==> src/verilog/wasu_cfg.svh <==
`ifndef WASU_CFG_SVH
`define WASU_CFG_SVH

// ----------------------------------------------------------------------
// widths
// ----------------------------------------------------------------------
`define WASU_WORD_W 16
`define WASU_BYTE_W 8
`define WASU_CNT_W 4
`define WASU_LAT_W 4

// ----------------------------------------------------------------------
// cycle counts, in cpu clock cycles
// ----------------------------------------------------------------------
`define WASU_LAT_BASE 4'h1
`define WASU_LAT_ES 4'h2
`define WASU_LAT_CODE 4'h4
`define WASU_LAT_CODE_ES 4'h5
`define WASU_LAT_RMW 4'h2
`define WASU_LAT_RMW_ES 4'h3
`define WASU_LAT_RAM_ADD 4'h3

// ----------------------------------------------------------------------
// shift count limits and half-carry position
// ----------------------------------------------------------------------
`define WASU_BYTE_CNT_MAX 4'h7
`define WASU_WORD_CNT_MAX 4'hF
`define WASU_AC_BIT 4

// ----------------------------------------------------------------------
// reset values
// ----------------------------------------------------------------------
`define WASU_FLAGS_RST 3'h0
`define WASU_WORD_RST 16'h0000

`endif

==> src/verilog/wasu_pkg.sv <==
`include "wasu_cfg.svh"

package wasu_pkg;

	// ------------------------------------------------------------------
	// operations, operand homes, shift modes, states
	// ------------------------------------------------------------------
	typedef enum logic [3:0] {
		OP_WADD = 4'h0, OP_WSUB = 4'h1, OP_WCMP = 4'h2, OP_MUL = 4'h3,
		OP_BINC = 4'h4, OP_BDEC = 4'h5, OP_WINC = 4'h6, OP_WDEC = 4'h7,
		OP_BSHR = 4'h8, OP_WSHR = 4'h9, OP_BSHL = 4'hA, OP_WSHL = 4'hB,
		OP_BSAR = 4'hC, OP_WSAR = 4'hD
	} wasu_op_type;

	typedef enum logic [1:0] {
		LOC_NONE = 2'h0, LOC_SADDR = 2'h1, LOC_MEM = 2'h2, LOC_MEM_ES = 2'h3
	} wasu_loc_type;

	typedef enum logic [1:0] {
		SH_LR = 2'h0, SH_LL = 2'h1, SH_AR = 2'h2
	} wasu_shmode_type;

	typedef enum logic {
		ST_IDLE = 1'b0, ST_BUSY = 1'b1
	} wasu_state_type;

	// ------------------------------------------------------------------
	// carriers
	// ------------------------------------------------------------------
	typedef struct packed {
		wasu_op_type op;
		wasu_loc_type loc;
		logic code_flash;
		logic ram_fetch;
		logic opnd_is_acc;
		logic [`WASU_WORD_W-1:0] acc;
		logic [`WASU_WORD_W-1:0] opnd;
		logic [`WASU_CNT_W-1:0] cnt;
	} wasu_req_type;

	typedef struct packed {
		logic [`WASU_WORD_W-1:0] result;
		logic wr_acc;
		logic wr_opnd;
		logic wr_mem;
	} wasu_res_type;

	typedef struct packed {
		logic z;
		logic ac;
		logic cy;
	} wasu_flags_type;

endpackage

==> src/verilog/wasu_core.sv <==
// Notes on behaviour
// - word add of operand to accumulator pair; sum, carry, zero, half-carry.
// - word subtract from accumulator pair; borrow in carry; no self form.
// - word compare sets zero, half-carry, carry; no register written.
// - memory word arithmetic 1 cycle or 4 from code; segment 2 or 5.
// - counts are cpu clocks; second count for code flash reads.
// - fetching from RAM lengthens a count to twice plus three.
// - byte multiply of two accumulator bytes into pair, one cycle, flags kept.
// - byte increment sets zero and half-carry, keeps carry; register one cycle.
// - byte decrement sets zero and half-carry, keeps carry.
// - memory increment or decrement takes 2 cycles, segment form 3.
// - word increment or decrement of a pair, one cycle, no flag change.
// - word increment or decrement also works in place on memory.
// - byte logical right shift, bit 0 to carry, zero in.
// - word logical right shift, bit 0 to carry, zero in at 15.
// - byte logical left shift, bit 7 to carry, zero in, one cycle.
// - word logical left shift, bit 15 to carry, zero in, one cycle.
// - byte arithmetic right shift keeps the sign bit, bit 0 to carry.
// - word arithmetic right shift keeps bit 15, bit 0 to carry.
// - shift count is an immediate from the instruction.
`timescale 1ns/1ns
`default_nettype none
`include "wasu_cfg.svh"

module wasu_core import wasu_pkg::*; (
	input wire logic i_mclk,
	input wire logic i_reset_n,
	input wire logic i_ce,
	input wire logic i_req_valid,
	input wire wasu_req_type i_req,
	output logic o_ready,
	output logic o_done,
	output logic o_reject,
	output wasu_res_type o_res,
	output wasu_flags_type o_flags
);

	// ------------------------------------------------------------------
	// state
	// ------------------------------------------------------------------
	wasu_state_type state_ff;
	logic [`WASU_LAT_W-1:0] cnt_ff;
	logic ready_ff;
	logic done_ff;
	logic reject_ff;
	wasu_res_type res_ff;
	wasu_flags_type flags_ff;
	wasu_flags_type hold_flags_ff;
	wasu_req_type req_ff;

	wasu_res_type nxt_res;
	wasu_flags_type nxt_flags;
	logic [`WASU_LAT_W-1:0] lat;
	logic [`WASU_WORD_W:0] sum;
	logic [`WASU_WORD_W:0] dif;
	logic [`WASU_BYTE_W-1:0] inc8;
	logic [`WASU_BYTE_W-1:0] dec8;
	logic [`WASU_BYTE_W-1:0] bsh;
	logic [`WASU_WORD_W-1:0] wsh;
	logic bcy;
	logic wcy;
	logic is_shift;
	logic is_bshift;
	logic is_incdec;
	logic is_warith;
	logic bad;
	logic accept;
	logic go;
	logic finish;
	wasu_shmode_type mode;

	// ------------------------------------------------------------------
	// operation classes and shifters
	// ------------------------------------------------------------------
	assign is_shift = i_req.op inside {OP_BSHR, OP_WSHR, OP_BSHL, OP_WSHL,
		OP_BSAR, OP_WSAR};
	assign is_bshift = i_req.op inside {OP_BSHR, OP_BSHL, OP_BSAR};
	assign is_incdec = i_req.op inside {OP_BINC, OP_BDEC, OP_WINC, OP_WDEC};
	assign is_warith = i_req.op inside {OP_WADD, OP_WSUB, OP_WCMP};

	// shift direction straight from the opcode
	always_comb begin
		case (i_req.op)
			OP_BSHL, OP_WSHL: mode = SH_LL;
			OP_BSAR, OP_WSAR: mode = SH_AR;
			default: mode = SH_LR;
		endcase
	end

	// count comes from the instruction immediate, not from a register
	wasu_shift #(.W(`WASU_BYTE_W)) u_bshift (
		.i_data(i_req.opnd[`WASU_BYTE_W-1:0]),
		.i_cnt(i_req.cnt[2:0]),
		.i_mode(mode),
		.o_data(bsh),
		.o_carry(bcy)
	);

	wasu_shift #(.W(`WASU_WORD_W)) u_wshift (
		.i_data(i_req.opnd),
		.i_cnt(i_req.cnt),
		.i_mode(mode),
		.o_data(wsh),
		.o_carry(wcy)
	);

	// ------------------------------------------------------------------
	// request check
	// ------------------------------------------------------------------
	// zero or oversize counts have no defined effect, so refuse them
	always_comb begin
		bad = 1'b0;
		if (is_shift) begin
			if (i_req.cnt == 4'h0) begin
				bad = 1'b1;
			end else if (is_bshift && i_req.cnt > `WASU_BYTE_CNT_MAX) begin
				bad = 1'b1;
			end
		end
		if ((is_shift || i_req.op == OP_MUL) && i_req.loc != LOC_NONE) begin
			bad = 1'b1;
		end
		if (i_req.op == OP_WSUB && i_req.opnd_is_acc) begin
			bad = 1'b1;
		end
		if (i_req.op > OP_WSAR) begin
			bad = 1'b1;
		end
	end

	assign accept = i_ce && ready_ff && i_req_valid;
	assign go = accept && !bad;
	assign finish = i_ce && state_ff == ST_BUSY && cnt_ff == 4'h1;

	// ------------------------------------------------------------------
	// cycle count
	// ------------------------------------------------------------------
	always_comb begin
		lat = `WASU_LAT_BASE;
		if (is_warith) begin
			case (i_req.loc)
				LOC_MEM: lat = i_req.code_flash ? `WASU_LAT_CODE
					: `WASU_LAT_BASE;
				LOC_MEM_ES: lat = i_req.code_flash ? `WASU_LAT_CODE_ES
					: `WASU_LAT_ES;
				default: lat = `WASU_LAT_BASE;
			endcase
		end else if (is_incdec) begin
			case (i_req.loc)
				LOC_MEM, LOC_SADDR: lat = `WASU_LAT_RMW;
				LOC_MEM_ES: lat = `WASU_LAT_RMW_ES;
				default: lat = `WASU_LAT_BASE;
			endcase
		end
		// worst case for a RAM fetch, so the sequencer never waits short
		if (i_req.ram_fetch) begin
			lat = {lat[`WASU_LAT_W-2:0], 1'b0} + `WASU_LAT_RAM_ADD;
		end
	end

	// ------------------------------------------------------------------
	// datapath
	// ------------------------------------------------------------------
	assign sum = {1'b0, i_req.acc} + {1'b0, i_req.opnd};
	assign dif = {1'b0, i_req.acc} - {1'b0, i_req.opnd};
	assign inc8 = i_req.opnd[`WASU_BYTE_W-1:0] + 8'h01;
	assign dec8 = i_req.opnd[`WASU_BYTE_W-1:0] - 8'h01;

	// result, destination and next flags; flags not named are kept
	always_comb begin
		nxt_res = '0;
		nxt_flags = flags_ff;
		case (i_req.op)
			OP_WADD: begin
				nxt_res.result = sum[`WASU_WORD_W-1:0];
				nxt_res.wr_acc = 1'b1;
				nxt_flags.z = sum[`WASU_WORD_W-1:0] == `WASU_WORD_RST;
				nxt_flags.ac = i_req.acc[`WASU_AC_BIT] ^
					i_req.opnd[`WASU_AC_BIT] ^ sum[`WASU_AC_BIT];
				nxt_flags.cy = sum[`WASU_WORD_W];
			end
			OP_WSUB, OP_WCMP: begin
				nxt_res.result = dif[`WASU_WORD_W-1:0];
				nxt_res.wr_acc = i_req.op == OP_WSUB;
				nxt_flags.z = dif[`WASU_WORD_W-1:0] == `WASU_WORD_RST;
				nxt_flags.ac = i_req.acc[`WASU_AC_BIT] ^
					i_req.opnd[`WASU_AC_BIT] ^ dif[`WASU_AC_BIT];
				nxt_flags.cy = dif[`WASU_WORD_W];
			end
			OP_MUL: begin
				// flags untouched by the product
				nxt_res.result = {8'h00, i_req.acc[15:8]} *
					{8'h00, i_req.acc[7:0]};
				nxt_res.wr_acc = 1'b1;
			end
			OP_BINC, OP_BDEC: begin
				nxt_res.result = {8'h00, i_req.op == OP_BINC ? inc8 : dec8};
				nxt_res.wr_opnd = 1'b1;
				nxt_flags.z = nxt_res.result[`WASU_BYTE_W-1:0] == 8'h00;
				nxt_flags.ac = i_req.opnd[`WASU_AC_BIT] ^
					nxt_res.result[`WASU_AC_BIT];
			end
			OP_WINC: begin
				nxt_res.result = i_req.opnd + 16'h0001;
				nxt_res.wr_opnd = 1'b1;
			end
			OP_WDEC: begin
				nxt_res.result = i_req.opnd - 16'h0001;
				nxt_res.wr_opnd = 1'b1;
			end
			OP_BSHR, OP_BSHL, OP_BSAR: begin
				nxt_res.result = {8'h00, bsh};
				nxt_res.wr_opnd = 1'b1;
				nxt_flags.cy = bcy;
			end
			OP_WSHR, OP_WSHL, OP_WSAR: begin
				nxt_res.result = wsh;
				nxt_res.wr_opnd = 1'b1;
				nxt_flags.cy = wcy;
			end
			default: nxt_res = '0;
		endcase
		// memory homes are written back by the read-modify-write cycle
		nxt_res.wr_mem = nxt_res.wr_opnd && i_req.loc != LOC_NONE;
	end

	// ------------------------------------------------------------------
	// sequencing
	// ------------------------------------------------------------------
	// single-cycle work never leaves idle, so those ops run back to back
	always_ff @(posedge i_mclk) begin
		if (!i_reset_n) begin
			state_ff <= ST_IDLE;
			cnt_ff <= 4'h0;
			ready_ff <= 1'b1;
		end else if (i_ce) begin
			if (go && lat != 4'h1) begin
				state_ff <= ST_BUSY;
				cnt_ff <= lat - 4'h1;
				ready_ff <= 1'b0;
			end else if (finish) begin
				state_ff <= ST_IDLE;
				cnt_ff <= 4'h0;
				ready_ff <= 1'b1;
			end else if (state_ff == ST_BUSY) begin
				cnt_ff <= cnt_ff - 4'h1;
			end
		end
	end

	// completion and refusal strobes
	always_ff @(posedge i_mclk) begin
		if (!i_reset_n) begin
			done_ff <= 1'b0;
			reject_ff <= 1'b0;
		end else if (i_ce) begin
			done_ff <= (go && lat == 4'h1) || finish;
			reject_ff <= accept && bad;
		end
	end

	// result held from acceptance; qualified by the done strobe
	always_ff @(posedge i_mclk) begin
		if (!i_reset_n) begin
			res_ff <= '0;
			hold_flags_ff <= `WASU_FLAGS_RST;
			req_ff <= '0;
		end else if (i_ce && go) begin
			res_ff <= nxt_res;
			hold_flags_ff <= nxt_flags;
			req_ff <= i_req;
		end
	end

	// flags change only at completion, never while a request waits
	always_ff @(posedge i_mclk) begin
		if (!i_reset_n) begin
			flags_ff <= `WASU_FLAGS_RST;
		end else if (i_ce) begin
			if (go && lat == 4'h1) begin
				flags_ff <= nxt_flags;
			end else if (finish) begin
				flags_ff <= hold_flags_ff;
			end
		end
	end

	assign o_ready = ready_ff;
	assign o_done = done_ff;
	assign o_reject = reject_ff;
	assign o_res = res_ff;
	assign o_flags = flags_ff;

	// ------------------------------------------------------------------
	// checks
	// ------------------------------------------------------------------
	property p_wadd;
		@(posedge i_mclk) disable iff (!i_reset_n || !i_ce)
		done_ff && req_ff.op == OP_WADD |-> o_res.wr_acc &&
			{o_flags.cy, o_res.result} == {1'b0, req_ff.acc} +
			{1'b0, req_ff.opnd};
	endproperty
	a_wadd: assert property (p_wadd)
		else $error("word add sum or carry wrong");

	property p_wsub;
		@(posedge i_mclk) disable iff (!i_reset_n || !i_ce)
		done_ff && req_ff.op == OP_WSUB |-> o_res.wr_acc &&
			{o_flags.cy, o_res.result} == {1'b0, req_ff.acc} -
			{1'b0, req_ff.opnd} && o_flags.z == (o_res.result == 16'h0000);
	endproperty
	a_wsub: assert property (p_wsub)
		else $error("word subtract difference or borrow wrong");

	property p_wcmp;
		@(posedge i_mclk) disable iff (!i_reset_n || !i_ce)
		done_ff && req_ff.op == OP_WCMP |-> !o_res.wr_acc &&
			!o_res.wr_opnd && o_flags.cy == (req_ff.acc < req_ff.opnd);
	endproperty
	a_wcmp: assert property (p_wcmp)
		else $error("word compare wrote a register or bad carry");

	property p_lat_es_code;
		@(posedge i_mclk) disable iff (!i_reset_n || !i_ce)
		go && is_warith && i_req.loc == LOC_MEM_ES && i_req.code_flash &&
			!i_req.ram_fetch |-> ##1 !o_done [*4] ##1 o_done;
	endproperty
	a_lat_es_code: assert property (p_lat_es_code)
		else $error("segment code-flash word op not 5 cycles");

	property p_lat_base;
		@(posedge i_mclk) disable iff (!i_reset_n || !i_ce)
		go && i_req.loc == LOC_NONE && !i_req.ram_fetch |-> ##1 o_done;
	endproperty
	a_lat_base: assert property (p_lat_base)
		else $error("register operation not one cycle");

	property p_ram_fetch;
		@(posedge i_mclk) disable iff (!i_reset_n || !i_ce)
		go && i_req.loc == LOC_NONE && i_req.ram_fetch |->
			##1 !o_done [*4] ##1 o_done;
	endproperty
	a_ram_fetch: assert property (p_ram_fetch)
		else $error("ram fetch count not twice plus three");

	property p_mul;
		@(posedge i_mclk) disable iff (!i_reset_n || !i_ce)
		done_ff && req_ff.op == OP_MUL |-> o_flags == $past(o_flags) &&
			o_res.result == req_ff.acc[15:8] * req_ff.acc[7:0];
	endproperty
	a_mul: assert property (p_mul)
		else $error("multiply product wrong or flags moved");

	property p_byte_incdec;
		@(posedge i_mclk) disable iff (!i_reset_n || !i_ce)
		done_ff && req_ff.op inside {OP_BINC, OP_BDEC} |->
			o_flags.cy == $past(o_flags.cy) &&
			o_flags.z == (o_res.result[7:0] == 8'h00);
	endproperty
	a_byte_incdec: assert property (p_byte_incdec)
		else $error("byte step changed carry or zero wrong");

	property p_rmw;
		@(posedge i_mclk) disable iff (!i_reset_n || !i_ce)
		go && is_incdec && i_req.loc == LOC_MEM && !i_req.ram_fetch |->
			##1 !o_done ##1 o_done && o_res.wr_mem;
	endproperty
	a_rmw: assert property (p_rmw)
		else $error("memory step not a two cycle write back");

	property p_word_incdec;
		@(posedge i_mclk) disable iff (!i_reset_n || !i_ce)
		done_ff && req_ff.op inside {OP_WINC, OP_WDEC} |->
			o_flags == $past(o_flags) && o_res.result == (req_ff.op ==
			OP_WINC ? req_ff.opnd + 16'h0001 : req_ff.opnd - 16'h0001);
	endproperty
	a_word_incdec: assert property (p_word_incdec)
		else $error("word step value wrong or flags moved");

	property p_wshift_right;
		@(posedge i_mclk) disable iff (!i_reset_n || !i_ce)
		done_ff && req_ff.op inside {OP_WSHR, OP_WSAR} |->
			o_flags.cy == req_ff.opnd[req_ff.cnt - 4'h1] &&
			o_res.result[15] == (req_ff.op == OP_WSAR && req_ff.opnd[15]) &&
			o_flags.z == $past(o_flags.z);
	endproperty
	a_wshift_right: assert property (p_wshift_right)
		else $error("word right shift carry or top bit wrong");

	property p_bshift;
		@(posedge i_mclk) disable iff (!i_reset_n || !i_ce)
		done_ff && req_ff.op == OP_BSHL |-> o_res.result[7:0] ==
			8'(req_ff.opnd[7:0] << req_ff.cnt) && o_flags.cy ==
			req_ff.opnd[4'h8 - req_ff.cnt];
	endproperty
	a_bshift: assert property (p_bshift)
		else $error("byte left shift value or carry wrong");

	property p_count;
		@(posedge i_mclk) disable iff (!i_reset_n || !i_ce)
		accept && is_bshift && i_req.cnt > 4'h7 |-> ##1 o_reject && !o_done;
	endproperty
	a_count: assert property (p_count)
		else $error("oversize byte shift count not refused");

endmodule
`default_nettype wire

==> src/verilog/wasu_shift.sv <==
`timescale 1ns/1ns
`default_nettype none

module wasu_shift import wasu_pkg::*; #(
	parameter int W = 8,
	parameter int CW = $clog2(W)
) (
	input wire logic [W-1:0] i_data,
	input wire logic [CW-1:0] i_cnt,
	input wire wasu_shmode_type i_mode,
	output logic [W-1:0] o_data,
	output logic o_carry
);

	// ------------------------------------------------------------------
	// elaboration check
	// ------------------------------------------------------------------
	if (W < 4 || (1 << CW) != W) begin : g_bad_width
		$error("wasu_shift: width must be a power of two, at least 4");
	end

	// ------------------------------------------------------------------
	// step-by-step shifter
	// ------------------------------------------------------------------
	logic [W-1:0] res;
	logic cy;

	// unrolled one bit per step so the carry is the last bit shifted out
	always_comb begin
		res = i_data;
		cy = 1'b0;
		for (int i = 1; i < W; i++) begin
			if (i <= int'(i_cnt)) begin
				case (i_mode)
					SH_LL: begin
						cy = res[W-1];
						res = {res[W-2:0], 1'b0};
					end
					SH_AR: begin
						cy = res[0];
						res = {res[W-1], res[W-1:1]}; // sign stays put
					end
					default: begin
						cy = res[0];
						res = {1'b0, res[W-1:1]};
					end
				endcase
			end
		end
	end

	assign o_data = res;
	assign o_carry = cy;

endmodule
`default_nettype wire
==> config.mk <==
export PLATFORM = sky130hd
export DESIGN_NAME = wasu_core
export DESIGN_NICKNAME = d
export VERILOG_FILES = /design/src/verilog/wasu_pkg.sv /design/src/verilog/wasu_core.sv /design/src/verilog/wasu_shift.sv
export VERILOG_INCLUDE_DIRS = /design/src /design/src/verilog
export SDC_FILE = /design/constraint.sdc
export NUM_CORES = 1
export LEC_CHECK = 0
export BUFFER_PORTS_ARGS = -buffer_cell sky130_fd_sc_hd__buf_2
export CAP_MARGIN = 20
export CORE_MARGIN = 2
export CORE_UTILIZATION = 53
export DETAILED_ROUTE_END_ITERATION = 12
export GPL_TIMING_DRIVEN = 0
export PLACE_DENSITY = 0.71
export SLEW_MARGIN = 20
export SYNTH_ARGS = -nofsm -noshare
export SYNTH_HDL_FRONTEND = slang
export SYNTH_SLANG_ARGS = --single-unit
==> constraint.sdc <==
create_clock -name i_mclk -period 12.7 [get_ports i_mclk]
set_clock_uncertainty 0.2 [all_clocks]
set_input_delay 1.905 -clock i_mclk [delete_from_list [all_inputs] [get_ports i_mclk]]
set_output_delay 1.905 -clock i_mclk [all_outputs]
set_load 0.005 [all_outputs]
==> results.py <==
metrics = {
    "power": {
        "p_int_mw": 0.434,
        "power_density_mw_per_mm2": 76.3,
        "pwr-share-comb_pct": 75.1,
        "pwr-share-clk_pct": 13.0,
        "switchingPower_mw": 0.527,
        "seqPwrFrac_pct": 11.9,
        "power.leakage_nw": 5.18,
        "p_sw_share_pct": 54.8,
        "peakVddDrop_v": 0.000107,
        "power.total_mw": 0.962,
    },
    "grt": {
        "grt_usage_pct": 48.7,
        "grt_max_degree": 16,
        "grt_pass1_wl_um": 89100,
        "gr-total-overflow": 0,
        "grt_pass1_vias": 14500,
        "antenna_found_initial": 0,
    },
    "floorplan": {
        "chipHeight_um": 153,
        "rows": 54,
        "start_util_pct": 53.7,
        "die_w_um": 153,
        "coreArea_sq_mm": 0.0218,
        "die_area_sq_mm": 0.0233,
        "top_level_ports": 74,
    },
    "clock_tree": {
        "cts.path.max_buffers": 2,
        "cts_tree": "built",
        "worst_skew_pair.late_latency_ns": 0.28,
        "h-tree-depth": 2,
        "clock-sinks": 33,
        "cts_hold_buf": 0,
        "cts_root_buffer": "clkbuf_16",
        "cts.repair_timing.setup_buffer_count": 0,
        "numCtsBuffers": 5,
        "clk_pin_slew_ns": 0.05,
        "cts_resized": 0,
    },
    "worst_setup_path": {
        "regToRegStartpoint": "o_ready",
        "worst-path-max-fanout": 15,
        "rrSetupSlack_ns": 9.43,
        "worstSetupStartpointType": "primary input",
        "cp-end-kind": "flip-flop",
        "crit_type": "in -> reg",
        "required_ns": 12.71,
        "r2r_cells": 6,
        "rr_endpoint": "o_res[18]",
        "cp.arrival_ns": 7.85,
    },
    "placement": {
        "port_buffers": 72,
        "dp_hpwl_um": 45600,
        "placed_cells": 2087,
        "postPlaceCellArea_sq_mm": 0.0124,
        "gp_congestion": 1.08,
    },
    "cells_and_area": {
        "instances_no_fill": 2096,
        "syn_to_final_growth_pct": 7.79,
        "antenna_cells": 0,
        "drive_gt1_share_pct": 7.76,
        "final_common_cell": "nand2_1",
        "fill_cells": 2070,
        "final_nets": 2001,
        "layout_common_cells": "nand2_1, nor2_1, a21oi_1",
        "final_area_sq_mm": 0.0126,
    },
    "min_path": {
        "holdPathEnd": "state_ff",
        "min_path_type": "reg -> reg",
        "whs_path_depth": 2,
        "hp-start": "state_ff",
    },
    "run": {
        "cap_violations": 0,
    },
    "route": {
        "highest_layer": "met4",
        "wl_met1_um": 22600,
        "wire_per_inst_um": 28.3,
        "remaining_drc_errors": 0,
        "dr_wl_met3_um": 9440,
        "ant_nets": 0,
        "vias": 15800,
        "wl_met2_um": 23800,
        "dr.pass1.iters": 7,
        "viasPerCell": 7.56,
        "drt_wl_total_um": 59400,
        "drtIter0Drc": 2553,
    },
    "yosys": {
        "synth_edf_count": 0,
        "syn_inst": 1733,
        "synth.ff_latch_count": 33,
        "yosysSeqAreaShare_pct": 5.65,
        "synth.distinct_cells": 87,
        "ys.flop_type": "dfxtp_1",
        "synth_nets": 1919,
        "async_flop_share_pct": 0,
        "ys.warnings.count": 0,
        "avgSynthCellArea_sq_um": 6.75,
        "synth_area_sq_mm": 0.0117,
    },
    "sta": {
        "hold_viol": 0,
        "fmax_ghz": 0.128,
        "fin_setup_tns_ns": 0,
        "maxSlewHeadroom_pct": 19.3,
        "setup_viol_count_final": 0,
        "tightestPinTransition_ns": 1.18,
        "slew_violations": 0,
        "rsz0062_at_grt": "false",
        "period_share_pct": 61.7,
        "min_period_ns": 7.84,
    },
    "outcome": {
        "outcome": "finished, final reports clean",
    },
}
==> synth_stat cells, types with 28 or more instances <==
master    number  area, sq um
ha_1          97         1210
nand3_1       57          285
nor3_1        62          310
dfxtp_1       33          661
o211ai_1      28          210
fa_1          40          801
nor2_1       143          537
xnor2_1       35          307
a21oi_1      138          691
o21ai_0      120          601
inv_1         98          368
and2_1        39          244
clkbuf_1     102          383
a31oi_1       38          238
nand2_1      155          582
a211oi_1      49          368
==> critical path: stages <==
cell	delay, ns
buf_2	0.09
buf_2	0.18
clkbuf_1	0.37
clkbuf_1	0.47
clkbuf_1	0.51
clkbuf_1	0.49
and3_1	0.71
ha_1	0.37
a21o_1	0.18
a21o_1	0.20
a2111oi_0	0.65
or3_1	0.25
and4_1	0.17
nor3_1	0.07
a31oi_1	0.28
xor2_1	0.11
o211ai_1	0.48
o221ai_1	0.21
nor2_1	0.12
==> flip-flops by register name, summed over array words and instances, names as in the netlist <==
| signal | count |
|---|---|
| hold_flags_ff | 3 |
| cnt_ff | 4 |
| o_res | 19 |
| o_reject | 1 |
| state_ff | 1 |
| o_flags | 3 |
| o_ready | 1 |
| o_done | 1 |
==> metrics by stage <==
stage / setup slack (ns) / hold WS, ns / util (%)
2_1_floorplan: 6.14 / 0.248 / -
5_1_grt: 4.68 / 0.291 / 57.9
4_1_cts: 5.23 / 0.282 / 57.9
3_3_place_gp: 5.08 / 0.247 / 57.0
3_5_place_dp: 4.95 / 0.261 / 57.2
6_report: 4.86 / 0.289 / 57.9
==> layer usage <==
layer | global-route usage (%) | vias to the layer above
li1 | - | 6692
met1 | 66.8 | 7383
met2 | 70.7 | 1453
met3 | 14.5 | 318
met4 | 21.3 | 0
met5 | 0 | -
==> power groups by stage <==
stage	combinational (mW)	sequential, mW	clock, mW
2_1_floorplan	0.458	0.116	0
3_3_place_gp	0.661	0.115	0
3_5_place_dp	0.678	0.116	0
4_1_cts	0.682	0.114	0.125
5_1_grt	0.768	0.115	0.130
6_report	0.722	0.114	0.125
==> how the worst max path moves through the flow <==
| stage | end | slack [ns] | from | cells after the start |
|---|---|---|---|---|
| 2_1_floorplan | o_res[17] | 6.14 | i_req[27] | 16 |
| 3_3_place_gp | o_res[16] | 5.08 | i_req[42] | 19 |
| 3_5_place_dp | o_res[16] | 4.95 | i_req[42] | 19 |
| 4_1_cts | o_res[16] | 5.23 | i_req[42] | 19 |
| 5_1_grt | o_res[16] | 4.68 | i_req[42] | 19 |
| 6_report | o_res[16] | 4.86 | i_req[42] | 19 |
==> cells by family after synthesis <==
logic type | count (synthesis) | synth area share [%]
compound gates | 631 | 36.3
fa+ha+maj | 137 | 17.2
xor+xnor | 59 | 4.42
buf+inv | 237 | 7.96
mux | 24 | 2.18
simple gates | 612 | 26.2
flops | 33 | 5.65
==> final cells by class <==
type | count | area [sq um] | area share, %
Sequential cell | 33 | 661 | 5.24
Clock buffer | 7 | 153 | 1.21
Multi-Input combinational cell | 1463 | 10100 | 80.3
Clock inverter | 1 | 5.00 | 0.0397
Inverter | 99 | 372 | 2.95
Timing Repair Buffer | 75 | 378 | 3.00
Tap cell | 280 | 350 | 2.78
Buffer | 138 | 559 | 4.44
No activity file was read; power rests on OpenSTA's default activity.
